===== config.mk =====
export PLATFORM = sky130hd
export DESIGN_NAME = csf_core
export DESIGN_NICKNAME = d
export VERILOG_FILES = /design/src/csf_pkg.sv /design/src/csf_core.sv
export SDC_FILE = /design/constraint.sdc
export NUM_CORES = 1
export LEC_CHECK = 0
export ABC_CLOCK_PERIOD_IN_PS = 14400
export BUFFER_PORTS_ARGS = -buffer_cell sky130_fd_sc_hd__buf_2
export CORE_UTILIZATION = 40
export CTS_BUF_LIST = sky130_fd_sc_hd__clkbuf_8
export CTS_CLUSTER_DIAMETER = 120
export DETAILED_ROUTE_END_ITERATION = 7
export HOLD_SLACK_MARGIN = 0.02
export PLACE_DENSITY_LB_ADDON = 0.08
export SYNTH_ARGS = -nofsm -noshare
export SYNTH_HDL_FRONTEND = slang
export SYNTH_SLANG_ARGS = --single-unit

===== constraint.sdc =====
create_clock -name clock_i -period 14.4 [get_ports clock_i]
set_input_delay 0.72 -clock clock_i [delete_from_list [all_inputs] [get_ports clock_i]]
set_output_delay 0.72 -clock clock_i [all_outputs]
set_load 0.005 [all_outputs]

===== src/csf_pkg.sv =====
// constants, types and register map of the core status flag logic
package csf_pkg;

  localparam int DATA_W = 8;
  localparam int ADDR_W = 5;
  localparam int CYC_W  = 4;

  localparam logic [ADDR_W-1:0] CTRL_OFS   = 5'h00;
  localparam logic [ADDR_W-1:0] STATUS_OFS = 5'h04;
  localparam logic [ADDR_W-1:0] RES_LO_OFS = 5'h08;
  localparam logic [ADDR_W-1:0] RES_HI_OFS = 5'h0C;
  localparam logic [ADDR_W-1:0] DIR0_OFS   = 5'h10;
  localparam logic [ADDR_W-1:0] DIR1_OFS   = 5'h14;

  // processor status word bit positions
  localparam int PSW_C = 0;
  localparam int PSW_Z = 1;
  localparam int PSW_I = 2;
  localparam int PSW_D = 3;
  localparam int PSW_B = 4;
  localparam int PSW_T = 5;
  localparam int PSW_V = 6;
  localparam int PSW_N = 7;

  localparam logic [DATA_W-1:0] PSW_RESET = 8'h04;
  localparam logic [DATA_W-1:0] DIR_RESET = 8'h00;
  localparam int CTRL_MODE_LSB = 0;
  localparam int CTRL_BUSY_BIT = 7;

  typedef enum logic [1:0] {
    SPEED_HIGH   = 2'h0,
    SPEED_MIDDLE = 2'h1,
    SPEED_LOW    = 2'h2
  } csf_speed_t;

  // middle speed: phi half period is four main oscillator cycles
  localparam logic [1:0] MID_HALF_LAST = 2'h3;

  localparam logic [3:0] BCD_LIMIT = 4'h9;
  localparam logic [3:0] BCD_ADJ   = 4'h6;
  localparam logic [DATA_W-1:0] DIV_ZERO_QUOT = 8'hFF;
  localparam logic [CYC_W-1:0]  MIN_CYCLES    = 4'h1;

  typedef enum logic [3:0] {
    NOP_OP                  = 4'h0,
    ADD_WITH_CARRY_OP       = 4'h1,
    SUBTRACT_WITH_BORROW_OP = 4'h2,
    MULTIPLY_OP             = 4'h3,
    DIVIDE_OP               = 4'h4,
    SET_CARRY_OP            = 4'h5,
    CLEAR_CARRY_OP          = 4'h6,
    SET_DECIMAL_OP          = 4'h7,
    CLEAR_DECIMAL_OP        = 4'h8,
    SET_INDEX_MODE_OP       = 4'h9,
    CLEAR_INDEX_MODE_OP     = 4'hA
  } csf_op_t;

  typedef enum logic [1:0] {
    ST_IDLE = 2'b01,
    ST_BUSY = 2'b10
  } csf_state_t;

  typedef struct packed {
    csf_op_t           op;
    logic [DATA_W-1:0] a;
    logic [DATA_W-1:0] b;
    logic [CYC_W-1:0]  cycles;
  } csf_req_t;

  typedef struct packed {
    logic [DATA_W-1:0] hi;
    logic [DATA_W-1:0] lo;
  } csf_res_t;

endpackage


===== src/csf_core.sv =====
// status flag, arithmetic and core clock logic of an 8-bit processor core
// Overview of operation
// - reset forces interrupt mask to 1; other status bits may be anything
// - only add and subtract give decimal results when decimal flag is 1
// - decimal add or subtract leaves negative, overflow, zero meaningless
// - decimal carry flag is 1 on carry and 0 on borrow
// - multiply and divide ignore index mode and decimal flags
// - multiply and divide leave the whole status word unchanged
// - port direction registers are write only; reads never return them
// - phi is 2 main, 8 main or 2 sub oscillator cycles by speed mode
// - an instruction takes its cycle count times one phi period; a cycle count of 0 takes one period
`timescale 1ns/10ps
module csf_core (
  input  wire logic                        clock_i,
  input  wire logic                        nrst_i,
  input  wire logic [csf_pkg::ADDR_W-1:0]  addr_i,
  input  wire logic [csf_pkg::DATA_W-1:0]  wdata_i,
  input  wire logic                        wr_i,
  input  wire logic                        rd_i,
  output logic      [csf_pkg::DATA_W-1:0]  rdata_o,
  input  wire logic                        sub_osc_input_i,
  input  wire logic                        op_valid_i,
  input  wire csf_pkg::csf_req_t           op_req_i,
  output logic                             op_ready_o,
  output logic                             op_done_o,
  output csf_pkg::csf_res_t                result_o,
  output logic      [csf_pkg::DATA_W-1:0]  processor_status_word_o,
  output logic                             phi_o,
  output logic      [csf_pkg::DATA_W-1:0]  dir0_o,
  output logic      [csf_pkg::DATA_W-1:0]  dir1_o
);

  csf_pkg::csf_state_t state_r;
  csf_pkg::csf_speed_t mode_r;
  csf_pkg::csf_req_t   req_r;
  csf_pkg::csf_res_t   res_r;
  csf_pkg::csf_res_t   res_nxt;
  logic [csf_pkg::DATA_W-1:0] psw_r;
  logic [csf_pkg::DATA_W-1:0] psw_pend_r;
  logic [csf_pkg::DATA_W-1:0] psw_nxt;
  logic [csf_pkg::DATA_W-1:0] dir0_r;
  logic [csf_pkg::DATA_W-1:0] dir1_r;
  logic [csf_pkg::DATA_W-1:0] rdata_r;
  logic [csf_pkg::CYC_W-1:0]  left_r;
  logic [1:0]                 div_cnt_r;
  logic                       phi_r;
  logic                       done_r;
  logic                       sub_s1_r;
  logic                       sub_s2_r;
  logic                       sub_s3_r;
  logic                       toggle;
  logic                       tick;
  logic                       accept;
  logic [8:0]                 dec_add;
  logic [8:0]                 dec_sub;
  logic [8:0]                 bin_sum;
  logic [7:0]                 b_eff;

  function automatic logic [8:0] bcd_add(input logic [7:0] a,
                                         input logic [7:0] b,
                                         input logic       c);
    logic [4:0] lo;
    logic [4:0] hi;
    logic       cl;
    logic       ch;
    lo = {1'b0, a[3:0]} + {1'b0, b[3:0]} + {4'h0, c};
    cl = lo > {1'b0, csf_pkg::BCD_LIMIT};
    if (cl) begin
      lo = lo + {1'b0, csf_pkg::BCD_ADJ};
    end
    hi = {1'b0, a[7:4]} + {1'b0, b[7:4]} + {4'h0, cl};
    ch = hi > {1'b0, csf_pkg::BCD_LIMIT};
    if (ch) begin
      hi = hi + {1'b0, csf_pkg::BCD_ADJ};
    end
    return {ch, hi[3:0], lo[3:0]};
  endfunction

  function automatic logic [8:0] bcd_sub(input logic [7:0] a,
                                         input logic [7:0] b,
                                         input logic       c);
    logic [4:0] lo;
    logic [4:0] hi;
    logic       bl;
    logic       bh;
    lo = {1'b0, a[3:0]} - {1'b0, b[3:0]} - {4'h0, ~c};
    bl = lo[4];
    if (bl) begin
      lo = lo - {1'b0, csf_pkg::BCD_ADJ};
    end
    hi = {1'b0, a[7:4]} - {1'b0, b[7:4]} - {4'h0, bl};
    bh = hi[4];
    if (bh) begin
      hi = hi - {1'b0, csf_pkg::BCD_ADJ};
    end
    return {~bh, hi[3:0], lo[3:0]};
  endfunction

  // sub oscillator pin crosses into the main clock domain
  always_ff @(posedge clock_i or negedge nrst_i) begin
    if (!nrst_i) begin
      sub_s1_r <= 1'b0;
      sub_s2_r <= 1'b0;
      sub_s3_r <= 1'b0;
    end else begin
      sub_s1_r <= sub_osc_input_i;
      sub_s2_r <= sub_s1_r;
      sub_s3_r <= sub_s2_r;
    end
  end

  always_comb begin
    unique case (mode_r)
      csf_pkg::SPEED_HIGH:   toggle = 1'b1;
      csf_pkg::SPEED_MIDDLE: toggle = div_cnt_r == csf_pkg::MID_HALF_LAST;
      csf_pkg::SPEED_LOW:    toggle = sub_s2_r & ~sub_s3_r;
      default:               toggle = 1'b1;
    endcase
  end

  // one tick per phi period, on its rising edge
  assign tick = toggle & ~phi_r;

  always_ff @(posedge clock_i or negedge nrst_i) begin
    if (!nrst_i) begin
      div_cnt_r <= 2'h0;
      phi_r     <= 1'b0;
    end else begin
      div_cnt_r <= toggle ? 2'h0 : div_cnt_r + 2'h1;
      if (toggle) begin
        phi_r <= ~phi_r;
      end
    end
  end

  always_comb begin
    b_eff   = (op_req_i.op == csf_pkg::SUBTRACT_WITH_BORROW_OP)
              ? ~op_req_i.b : op_req_i.b;
    bin_sum = {1'b0, op_req_i.a} + {1'b0, b_eff}
              + {8'h00, psw_r[csf_pkg::PSW_C]};
    dec_add = bcd_add(op_req_i.a, op_req_i.b, psw_r[csf_pkg::PSW_C]);
    dec_sub = bcd_sub(op_req_i.a, op_req_i.b, psw_r[csf_pkg::PSW_C]);
    psw_nxt = psw_r;
    res_nxt = '{hi: 8'h00, lo: 8'h00};
    unique case (op_req_i.op)
      csf_pkg::ADD_WITH_CARRY_OP, csf_pkg::SUBTRACT_WITH_BORROW_OP: begin
        if (psw_r[csf_pkg::PSW_D]) begin
          // N, V and Z carry no meaning here and are left alone
          res_nxt.lo = (op_req_i.op == csf_pkg::ADD_WITH_CARRY_OP)
                       ? dec_add[7:0] : dec_sub[7:0];
          psw_nxt[csf_pkg::PSW_C] = (op_req_i.op == csf_pkg::ADD_WITH_CARRY_OP)
                       ? dec_add[8] : dec_sub[8];
        end else begin
          res_nxt.lo = bin_sum[7:0];
          psw_nxt[csf_pkg::PSW_C] = bin_sum[8];
          psw_nxt[csf_pkg::PSW_Z] = bin_sum[7:0] == 8'h00;
          psw_nxt[csf_pkg::PSW_N] = bin_sum[7];
          psw_nxt[csf_pkg::PSW_V] = ~(op_req_i.a[7] ^ b_eff[7])
                                    & (op_req_i.a[7] ^ bin_sum[7]);
        end
      end
      csf_pkg::MULTIPLY_OP: begin
        // status word untouched; T and D never looked at
        {res_nxt.hi, res_nxt.lo} = 16'(op_req_i.a)
                                   * 16'(op_req_i.b);
      end
      csf_pkg::DIVIDE_OP: begin
        if (op_req_i.b == 8'h00) begin
          res_nxt.lo = csf_pkg::DIV_ZERO_QUOT;
          res_nxt.hi = op_req_i.a;
        end else begin
          res_nxt.lo = op_req_i.a / op_req_i.b;
          res_nxt.hi = op_req_i.a % op_req_i.b;
        end
      end
      csf_pkg::SET_CARRY_OP:        psw_nxt[csf_pkg::PSW_C] = 1'b1;
      csf_pkg::CLEAR_CARRY_OP:      psw_nxt[csf_pkg::PSW_C] = 1'b0;
      csf_pkg::SET_DECIMAL_OP:
        psw_nxt[csf_pkg::PSW_D] = 1'b1;
      csf_pkg::CLEAR_DECIMAL_OP:    psw_nxt[csf_pkg::PSW_D] = 1'b0;
      csf_pkg::SET_INDEX_MODE_OP:   psw_nxt[csf_pkg::PSW_T] = 1'b1;
      csf_pkg::CLEAR_INDEX_MODE_OP: psw_nxt[csf_pkg::PSW_T] = 1'b0;
      default: ;
    endcase
  end

  assign accept = op_valid_i & (state_r == csf_pkg::ST_IDLE);

  // results are worked out and stored on acceptance; the status word is committed after the last period
  always_ff @(posedge clock_i or negedge nrst_i) begin
    if (!nrst_i) begin
      state_r    <= csf_pkg::ST_IDLE;
      req_r      <= '0;
      left_r     <= '0;
      psw_pend_r <= csf_pkg::PSW_RESET;
      res_r      <= '0;
      psw_r      <= csf_pkg::PSW_RESET;
      done_r     <= 1'b0;
    end else begin
      done_r <= 1'b0;
      unique case (state_r)
        csf_pkg::ST_IDLE: begin
          if (op_valid_i) begin
            state_r    <= csf_pkg::ST_BUSY;
            req_r      <= op_req_i;
            psw_pend_r <= psw_nxt;
            res_r      <= res_nxt;
            left_r     <= (op_req_i.cycles == '0) ? csf_pkg::MIN_CYCLES
                                                 : op_req_i.cycles;
          end
        end
        csf_pkg::ST_BUSY: begin
          if (tick) begin
            left_r <= left_r - csf_pkg::MIN_CYCLES;
            if (left_r == csf_pkg::MIN_CYCLES) begin
              state_r <= csf_pkg::ST_IDLE;
              psw_r   <= psw_pend_r;
              done_r  <= 1'b1;
            end
          end
        end
        default: state_r <= csf_pkg::ST_IDLE;
      endcase
    end
  end

  // register write side; direction registers have no read path at all
  always_ff @(posedge clock_i or negedge nrst_i) begin
    if (!nrst_i) begin
      mode_r <= csf_pkg::SPEED_HIGH;
      dir0_r <= csf_pkg::DIR_RESET;
      dir1_r <= csf_pkg::DIR_RESET;
    end else if (wr_i) begin
      unique case (addr_i)
        csf_pkg::CTRL_OFS:
          mode_r <= csf_pkg::csf_speed_t'(wdata_i[csf_pkg::CTRL_MODE_LSB +: 2]);
        csf_pkg::DIR0_OFS: dir0_r <= wdata_i;
        csf_pkg::DIR1_OFS: dir1_r <= wdata_i;
        default: ;
      endcase
    end
  end

  always_ff @(posedge clock_i or negedge nrst_i) begin
    if (!nrst_i) begin
      rdata_r <= '0;
    end else begin
      rdata_r <= '0;
      if (rd_i) begin
        unique case (addr_i)
          csf_pkg::CTRL_OFS: begin
            rdata_r[csf_pkg::CTRL_MODE_LSB +: 2] <= mode_r;
            rdata_r[csf_pkg::CTRL_BUSY_BIT] <= state_r == csf_pkg::ST_BUSY;
          end
          csf_pkg::STATUS_OFS: rdata_r <= psw_r;
          csf_pkg::RES_LO_OFS: rdata_r <= res_r.lo;
          csf_pkg::RES_HI_OFS: rdata_r <= res_r.hi;
          default:             rdata_r <= '0;
        endcase
      end
    end
  end

  assign rdata_o                 = rdata_r;
  assign op_ready_o              = state_r[0];
  assign op_done_o               = done_r;
  assign result_o                = res_r;
  assign processor_status_word_o = psw_r;
  assign phi_o                   = phi_r;
  assign dir0_o                  = dir0_r;
  assign dir1_o                  = dir1_r;

  // helper logic for the checks below
  logic [7:0] elapsed_r;
  logic       hi_steady_r;
  always_ff @(posedge clock_i or negedge nrst_i) begin
    if (!nrst_i) begin
      elapsed_r   <= '0;
      hi_steady_r <= 1'b0;
    end else begin
      elapsed_r   <= accept ? 8'h00 : elapsed_r + 8'h01;
      hi_steady_r <= accept ? (mode_r == csf_pkg::SPEED_HIGH)
                            : hi_steady_r & (mode_r == csf_pkg::SPEED_HIGH);
    end
  end

  function automatic int bcd_val(input logic [7:0] v);
    return int'(v[7:4]) * 10 + int'(v[3:0]);
  endfunction

  function automatic logic bcd_ok(input logic [7:0] v);
    return v[7:4] <= csf_pkg::BCD_LIMIT && v[3:0] <= csf_pkg::BCD_LIMIT;
  endfunction

  property p_reset_imask;
    @(posedge clock_i) disable iff (!nrst_i)
      !$past(nrst_i) |-> psw_r[csf_pkg::PSW_I];
  endproperty
  a_reset_imask: assert property (p_reset_imask)
    else $error("interrupt mask not set after reset");

  property p_sed_sets_d;
    @(posedge clock_i) disable iff (!nrst_i)
      done_r && req_r.op == csf_pkg::SET_DECIMAL_OP |-> psw_r[csf_pkg::PSW_D];
  endproperty
  a_sed_sets_d: assert property (p_sed_sets_d)
    else $error("decimal flag not set");

  property p_dec_add_value;
    @(posedge clock_i) disable iff (!nrst_i)
      done_r && req_r.op == csf_pkg::ADD_WITH_CARRY_OP && psw_r[csf_pkg::PSW_D]
      && bcd_ok(req_r.a) && bcd_ok(req_r.b)
      |-> bcd_val(res_r.lo) + 100 * int'(psw_r[csf_pkg::PSW_C]) ==
          bcd_val(req_r.a) + bcd_val(req_r.b)
          + int'($past(psw_r[csf_pkg::PSW_C]));
  endproperty
  a_dec_add_value: assert property (p_dec_add_value)
    else $error("decimal add result or carry wrong");

  property p_dec_nvz_kept;
    @(posedge clock_i) disable iff (!nrst_i)
      done_r && psw_r[csf_pkg::PSW_D] &&
      (req_r.op inside {csf_pkg::ADD_WITH_CARRY_OP,
                        csf_pkg::SUBTRACT_WITH_BORROW_OP})
      |-> psw_r[csf_pkg::PSW_N] == $past(psw_r[csf_pkg::PSW_N])
          && psw_r[csf_pkg::PSW_V] == $past(psw_r[csf_pkg::PSW_V])
          && psw_r[csf_pkg::PSW_Z] == $past(psw_r[csf_pkg::PSW_Z]);
  endproperty
  a_dec_nvz_kept: assert property (p_dec_nvz_kept)
    else $error("decimal op disturbed N V Z");

  property p_muldiv_psw;
    @(posedge clock_i) disable iff (!nrst_i)
      done_r && (req_r.op inside {csf_pkg::MULTIPLY_OP, csf_pkg::DIVIDE_OP})
      |-> psw_r == $past(psw_r);
  endproperty
  a_muldiv_psw: assert property (p_muldiv_psw)
    else $error("multiply or divide changed status word");

  property p_mul_value;
    @(posedge clock_i) disable iff (!nrst_i)
      done_r && req_r.op == csf_pkg::MULTIPLY_OP
      |-> {res_r.hi, res_r.lo} == 16'(req_r.a) * 16'(req_r.b);
  endproperty
  a_mul_value: assert property (p_mul_value)
    else $error("multiply result wrong");

  property p_dir_unreadable;
    @(posedge clock_i) disable iff (!nrst_i)
      rd_i && (addr_i == csf_pkg::DIR0_OFS || addr_i == csf_pkg::DIR1_OFS)
      |=> rdata_o == 8'h00;
  endproperty
  a_dir_unreadable: assert property (p_dir_unreadable)
    else $error("direction register read back");

  property p_mid_period;
    @(posedge clock_i) disable iff (!nrst_i)
      $rose(phi_r) && mode_r == csf_pkg::SPEED_MIDDLE
      |-> ##4 ($fell(phi_r) || mode_r != csf_pkg::SPEED_MIDDLE);
  endproperty
  a_mid_period: assert property (p_mid_period)
    else $error("middle speed phi half period not four cycles");

  property p_exec_time;
    @(posedge clock_i) disable iff (!nrst_i)
      done_r && hi_steady_r && req_r.cycles != '0
      |-> elapsed_r >= 8'(2 * req_r.cycles - 1)
          && elapsed_r <= 8'(2 * req_r.cycles + 1);
  endproperty
  a_exec_time: assert property (p_exec_time)
    else $error("execution time not cycles times phi period");

  property p_bin_flags;
    @(posedge clock_i) disable iff (!nrst_i)
      done_r && req_r.op == csf_pkg::ADD_WITH_CARRY_OP
      && !psw_r[csf_pkg::PSW_D]
      |-> psw_r[csf_pkg::PSW_Z] == (res_r.lo == 8'h00)
          && psw_r[csf_pkg::PSW_N] == res_r.lo[7]
          && {psw_r[csf_pkg::PSW_C], res_r.lo} == 9'(req_r.a) + 9'(req_r.b)
             + 9'($past(psw_r[csf_pkg::PSW_C]));
  endproperty
  a_bin_flags: assert property (p_bin_flags)
    else $error("binary add flags wrong");

endmodule


Yosys cells after proc, flatten, opt, wreduce, memory -nomap -nowiden
Index checks and enable logic that the tools add are counted.
{"block": "totals", "reg_bits": 71, "word_cells": 121, "inputBits": 43, "out_inout_bits": 51, "latchBits": 0, "ramBits": 0, "mem_count": 0, "romBits": 0}
{"block": "op_classes", "bitwise": 11, "eq_ne": 24, "reduce_logical": 13, "n_div": 2, "mul": 1, "magnitude_cmp": 2, "n_addsub": 16, "muxes": 36, "shifts": 0}
{"cell": "two-way mux 8 bit", "n": 4}
{"cell": "two-way mux 4 bit", "n": 7}
{"cell": "case mux 8 bit (3 select lines)", "n": 1}
{"cell": "== test 4 x 3 -> 1 bit (second input constant)", "n": 4}
{"cell": "zero test 8 bit", "n": 2}
{"cell": "multiplier 8 x 8 -> 16 bit", "n": 1}
{"cell": "two-way mux 16 bit", "n": 1}
{"cell": "case mux 8 bit (2 select lines)", "n": 1}
{"cell": "case mux 5 bit (3 select lines)", "n": 1}
{"cell": "== test 4 bit (second input constant)", "n": 3}
{"cell": "two-way mux 2 bit", "n": 6}
{"cell": "adder 4 x 4 -> 5 bit", "n": 2}
{"cell": "adder 5 x 1 -> 5 bit", "n": 2}
{"cell": "== test 5 x 4 -> 1 bit (second input constant)", "n": 2}
{"cell": "== test 5 bit (second input constant)", "n": 2}
{"cell": "> comparator 5 x 4 -> 1 bit (second input constant)", "n": 2}
{"cell": "subtractor 4 x 4 -> 5 bit", "n": 2}
{"cell": "subtractor 5 x 1 -> 5 bit", "n": 2}
{"cell": "adder 8 x 8 -> 9 bit", "n": 1}
{"cell": "adder 9 x 1 -> 9 bit", "n": 1}
{"cell": "AND reduction 3 bit", "n": 3}
{"cell": "adder 4 x 3 -> 4 bit (second input constant)", "n": 2}
{"cell": "divider 8 x 8 -> 8 bit", "n": 1}
{"cell": "== test 4 x 1 -> 1 bit (second input constant)", "n": 2}
{"cell": "other kinds (25)", "n": 50}

Depth between registers and ports, before layout
{"block": "depth", "depth_word": 9, "ltp_mapped": 51}

Worst setup path after synthesis
OpenSTA, ideal clock, no wires.
{"block": "synth_path", "path_kind": "in2reg", "start": "input op_req_i[9] (netlist name)", "end": "register res_r, in the netlist result_o[13]", "stages": 48, "arrival_time_ps": 11214, "setup_slack_ps": 3060, "n_path_buf": 3, "setup_time_ps": 126, "t_required_ps": 14274, "path_cell_list": "buf_4 -> nor4_4 -> nand3_1 -> and2_1 -> ha_1 -> o21a_1 -> o211ai_1 -> or3_1 -> nand2_1 -> ha_1 -> o211ai_1 -> a211o_4 -> or3_4 -> nand2_1 -> ha_1 -> a21o_1 -> o21a_1 -> o21ai_0 -> [... 12 more ...] -> a21oi_1 -> clkbuf_1 -> a31oi_1 -> ha_1 -> o21ai_0 -> nand2b_1 -> a311oi_1 -> nor2_1 -> clkbuf_1 -> nand3_1 -> a21bo_2 -> ha_1 -> and4_1 -> a2111oi_0 -> o31ai_1 -> a211oi_1 -> o21ai_0 -> a221o_1"}
{"block": "synth_via", "elab_chain_cells": 3, "elab_cells_between_ends": 5, "classes_between": "mul: 1; div: 1; mux: 2; reduce/logical: 1"}
{"element": "start, declared", "line_no": "csf_core.sv:23", "source": "input wire csf_pkg::csf_req_t op_req_i,"}
{"element": "modulo 8 x 8 -> 8 bit / zero test 8 bit (equally long branches)", "line_no": "csf_core.sv:173, csf_core.sv:168"}
{"element": "two-way mux 16 bit", "line_no": "csf_core.sv:168", "source": "if (op_req_i.b == 8'h00) begin"}
{"element": "case mux 8 bit (2 select lines) (*)", "line_no": "csf_core.sv:145", "source": "unique case (op_req_i.op)"}
{"element": "end signal, assigned", "line_no": "csf_core.sv:207", "source": "res_r <= res_nxt;"}
{"element": "end, declared", "line_no": "csf_core.sv:36", "source": "csf_pkg::csf_res_t res_r;"}
Mark *: on every way between the ends. The rest lies on a longest branch, timed or not.
A chain may end at the register's enable or synchronous reset.

Worst setup path after layout
{"block": "layout_path", "start": "input op_req_i[4] (netlist name)", "end": "register res_r, in the netlist result_o[13]"}
Same word-level chain as after synthesis.

==> qor.csv <==
metric,value,unit
run status,"finished, final reports clean",
Setup WS pre-CTS,1.03,ns
syn_area_per_cell,8.72,µm²
Worst-Margin Slew,0.950,ns
Power per Cell Area,113,nW/µm²
setup bufs post-CTS,0,
# diodes,0,
Max Clk Rate,0.0762,GHz
Final Cycle Share,91.1,%
CP dominant cell by count,ha_1,
worst-case reg-to-reg path depth,19,
Post-synth ARST share,100,%
hold buffer count at cts,0,
CP max FO,13,
worst vdd ir,0.0949,mV
P&R area growth vs syn,11.1,%
"Distinct cells, synth",75,
"Setup violations, final",0,
CTS tree,done,
CORE AREA,21100,µm²
Nets,1278,
FILL cells,2119,
Final Slew Violations,0,
"antenna viol nets, final",0,
Synth area leader,dfrtp_1,
max-cap viol count,0,
Worst setup SP type,input pin,
Die W,149,µm
"Cell Area, Synth",8650,µm²
"Core Util, Final",45.6,%
insertion delay to the later sink of the worst-skew pair,0.36,ns
Synth Area in Simple Gates,15.5,%
Crit-path slowest cell,nor2_1,
pin count of the biggest net entering global routing,72,
drt first pass iters,5,
GR Overflow Total,0,
WS Path Type,in -> reg,
via count,7433,
sequential element share of the synthesized area,20.6,%
Die ar.,22200,µm²
compound-gate portion of the synthesized area,18.8,%
Critical Path End Type,flip-flop,
post-synth top area share,19.7,%
most frequent cells in the layout,"114 x ha_1, 100 x nor2_1, 99 x inv_1, 92 x buf_2, 73 x nand2_1",
Die Y,149,µm
initial antenna violation count,0,
Hold Crit Class,reg -> reg,
vias in the first global route,7417,
"most common cell after layout, fill and taps aside",ha_1,
H-tree lvl count,3,
clock skew,0.0177,ns
Worst-path clk slew,0.09,ns
setup_tns,0,ns
Routed WL per cell,19.0,µm
unrepaired setup endpoints after global routing,no,
CTS resizes,0,
first-pass GRT wire length,41.2,mm
Syn. warnings,0,
Cells after Synth,992,
"EDFF count, synth",0,
Pleak,0.00469,µW
I/O pins,94,
Syn Nets,1196,
Hold Fails Final Rpt,0,
post-layout min period,13.12,ns
DRC viols,0,
Root Driver,clkbuf_8,
Num CTS Buffers,9,
final setup margin,1.28,ns
port bufs,93,
Hold Crit Depth,0,
Main synth FF type,dfrtp_1,
routability cong.,0.934,
row cnt,53,
worst endpoint required time,14.64,ns
Tot GR Track Use,24.2,%
layout cell share with drive strength beyond 1,16.2,%
maximum root-to-sink buffer count,2,
mux cell area share after synthesis,6.29,%
1st-iter DRT viols,385,
CP arrival,13.36,ns
CTS Sinks,71,
Synth Area in Adders,27.4,%
drt total wl,25.8,mm
routed vias/inst,5.49,
largest family of logic cells by synthesized area,adder cells,
headroom to the max-slew limit,36.3,%
main area contributors after synthesis,"dfrtp_1 20%, ha_1 16%, fa_1 11%",
initial core utilization,41.0,%
xor and xnor area share after synthesis,5.67,%
HPWL Detailed,20.5,mm
register bit total from synthesis,71,
Max stage delay on crit path,0.67,ns
kinds of logic after synthesis:
kind of cell             Yosys count
adder cells (fa/ha/maj)          161
AND/OR/NAND/NOR                  284
multiplexers                      46
XOR/XNOR                          56
AO/OA/AOI/OAI                    243
flip-flops                        71
buffers and inverters            131
metal layers:
metal	wire length, µm	GRT usage [%]	vias to the layer above
met5	0	0	-
met4	388	5.61	0
met3	1080	2.48	26
met2	11800	39.7	169
met1	12500	34.1	3579
li1	-	-	3659
synth_stat cells, drive strengths merged (10+ instances only):
master,n
nor2,100
ha,114
xor2,16
inv,99
o21ai,52
o21a,13
a21oi,66
nor2b,10
xnor2,40
clkbuf,25
mux2,34
a31oi,13
nor3,30
nand3,13
nand2,73
or3,11
o211ai,10
fa,47
dfrtp,68
a21o,11
stage by stage:
stage / std cells / total power [µW] / instance area [µm²] / hold WS, ns
floorplan: 992 / 719 / 8650 / 0.331
global route: 1354 / 1190 / 9620 / 0.389
global placement: 1338 / 917 / 9410 / 0.363
detailed placement: 1338 / 919 / 9410 / 0.343
CTS: 1354 / 1090 / 9620 / 0.387
finish: 1354 / 1090 / 9620 / 0.386
registers in the layout (all words and copies together), names as in the netlist, 2 cells and up:
signal	cells
result_o	16
dir0_o	8
dir1_o	8
processor_status_word_o	8
psw_pend_r	8
rdata_o	8
left_r	4
div_cnt_r	2
mode_r	2
state_r	2
where the power goes:
| group | switching (µW) | internal [µW] |
|---|---|---|
| combinational | 370 | 265 |
| sequential | 38.8 | 245 |
| clock | 86.3 | 83.9 |
final cells by class:
cell class,count,area (µm²),share of cell area [%]
inverters,101,379,3.94
clock buffers,9,124,1.29
clock inverters,7,86.3,0.898
flip-flops and latches,71,1780,18.5
well taps,275,344,3.58
repair buffers,101,528,5.49
multi-input cells,790,6370,66.3
final timing paths:
kind / to / slack, ns / start
worst max-delay path: result_o[13]$_DFFE_PN0P_ / 1.28 / op_req_i[4]
min in group asynchronous: left_r[2]$_DFFE_PN0P_ / 0.44 / nrst_i
worst min register to register: sub_s2_r$_DFF_PN0_ / 0.39 / sub_s1_r$_DFF_PN0_
worst min-delay path: sub_s2_r$_DFF_PN0_ / 0.39 / sub_s1_r$_DFF_PN0_
max in group asynchronous: dir0_o[7]$_DFFE_PN0P_ / 13.31 / nrst_i
worst max register to register: psw_pend_r[0]$_DFFE_PN0P_ / 8.81 / processor_status_word_o[0]$_DFFE_PN0P_
worst max-delay path: cells and delay by family:
kind,cells,cell delay (ns)
simple gates,12,2.88
mux,1,0.43
compound gates,22,5.95
fa+ha+maj,8,2.43
buf+inv,5,0.94
Power figures use the tool's default switching activity.
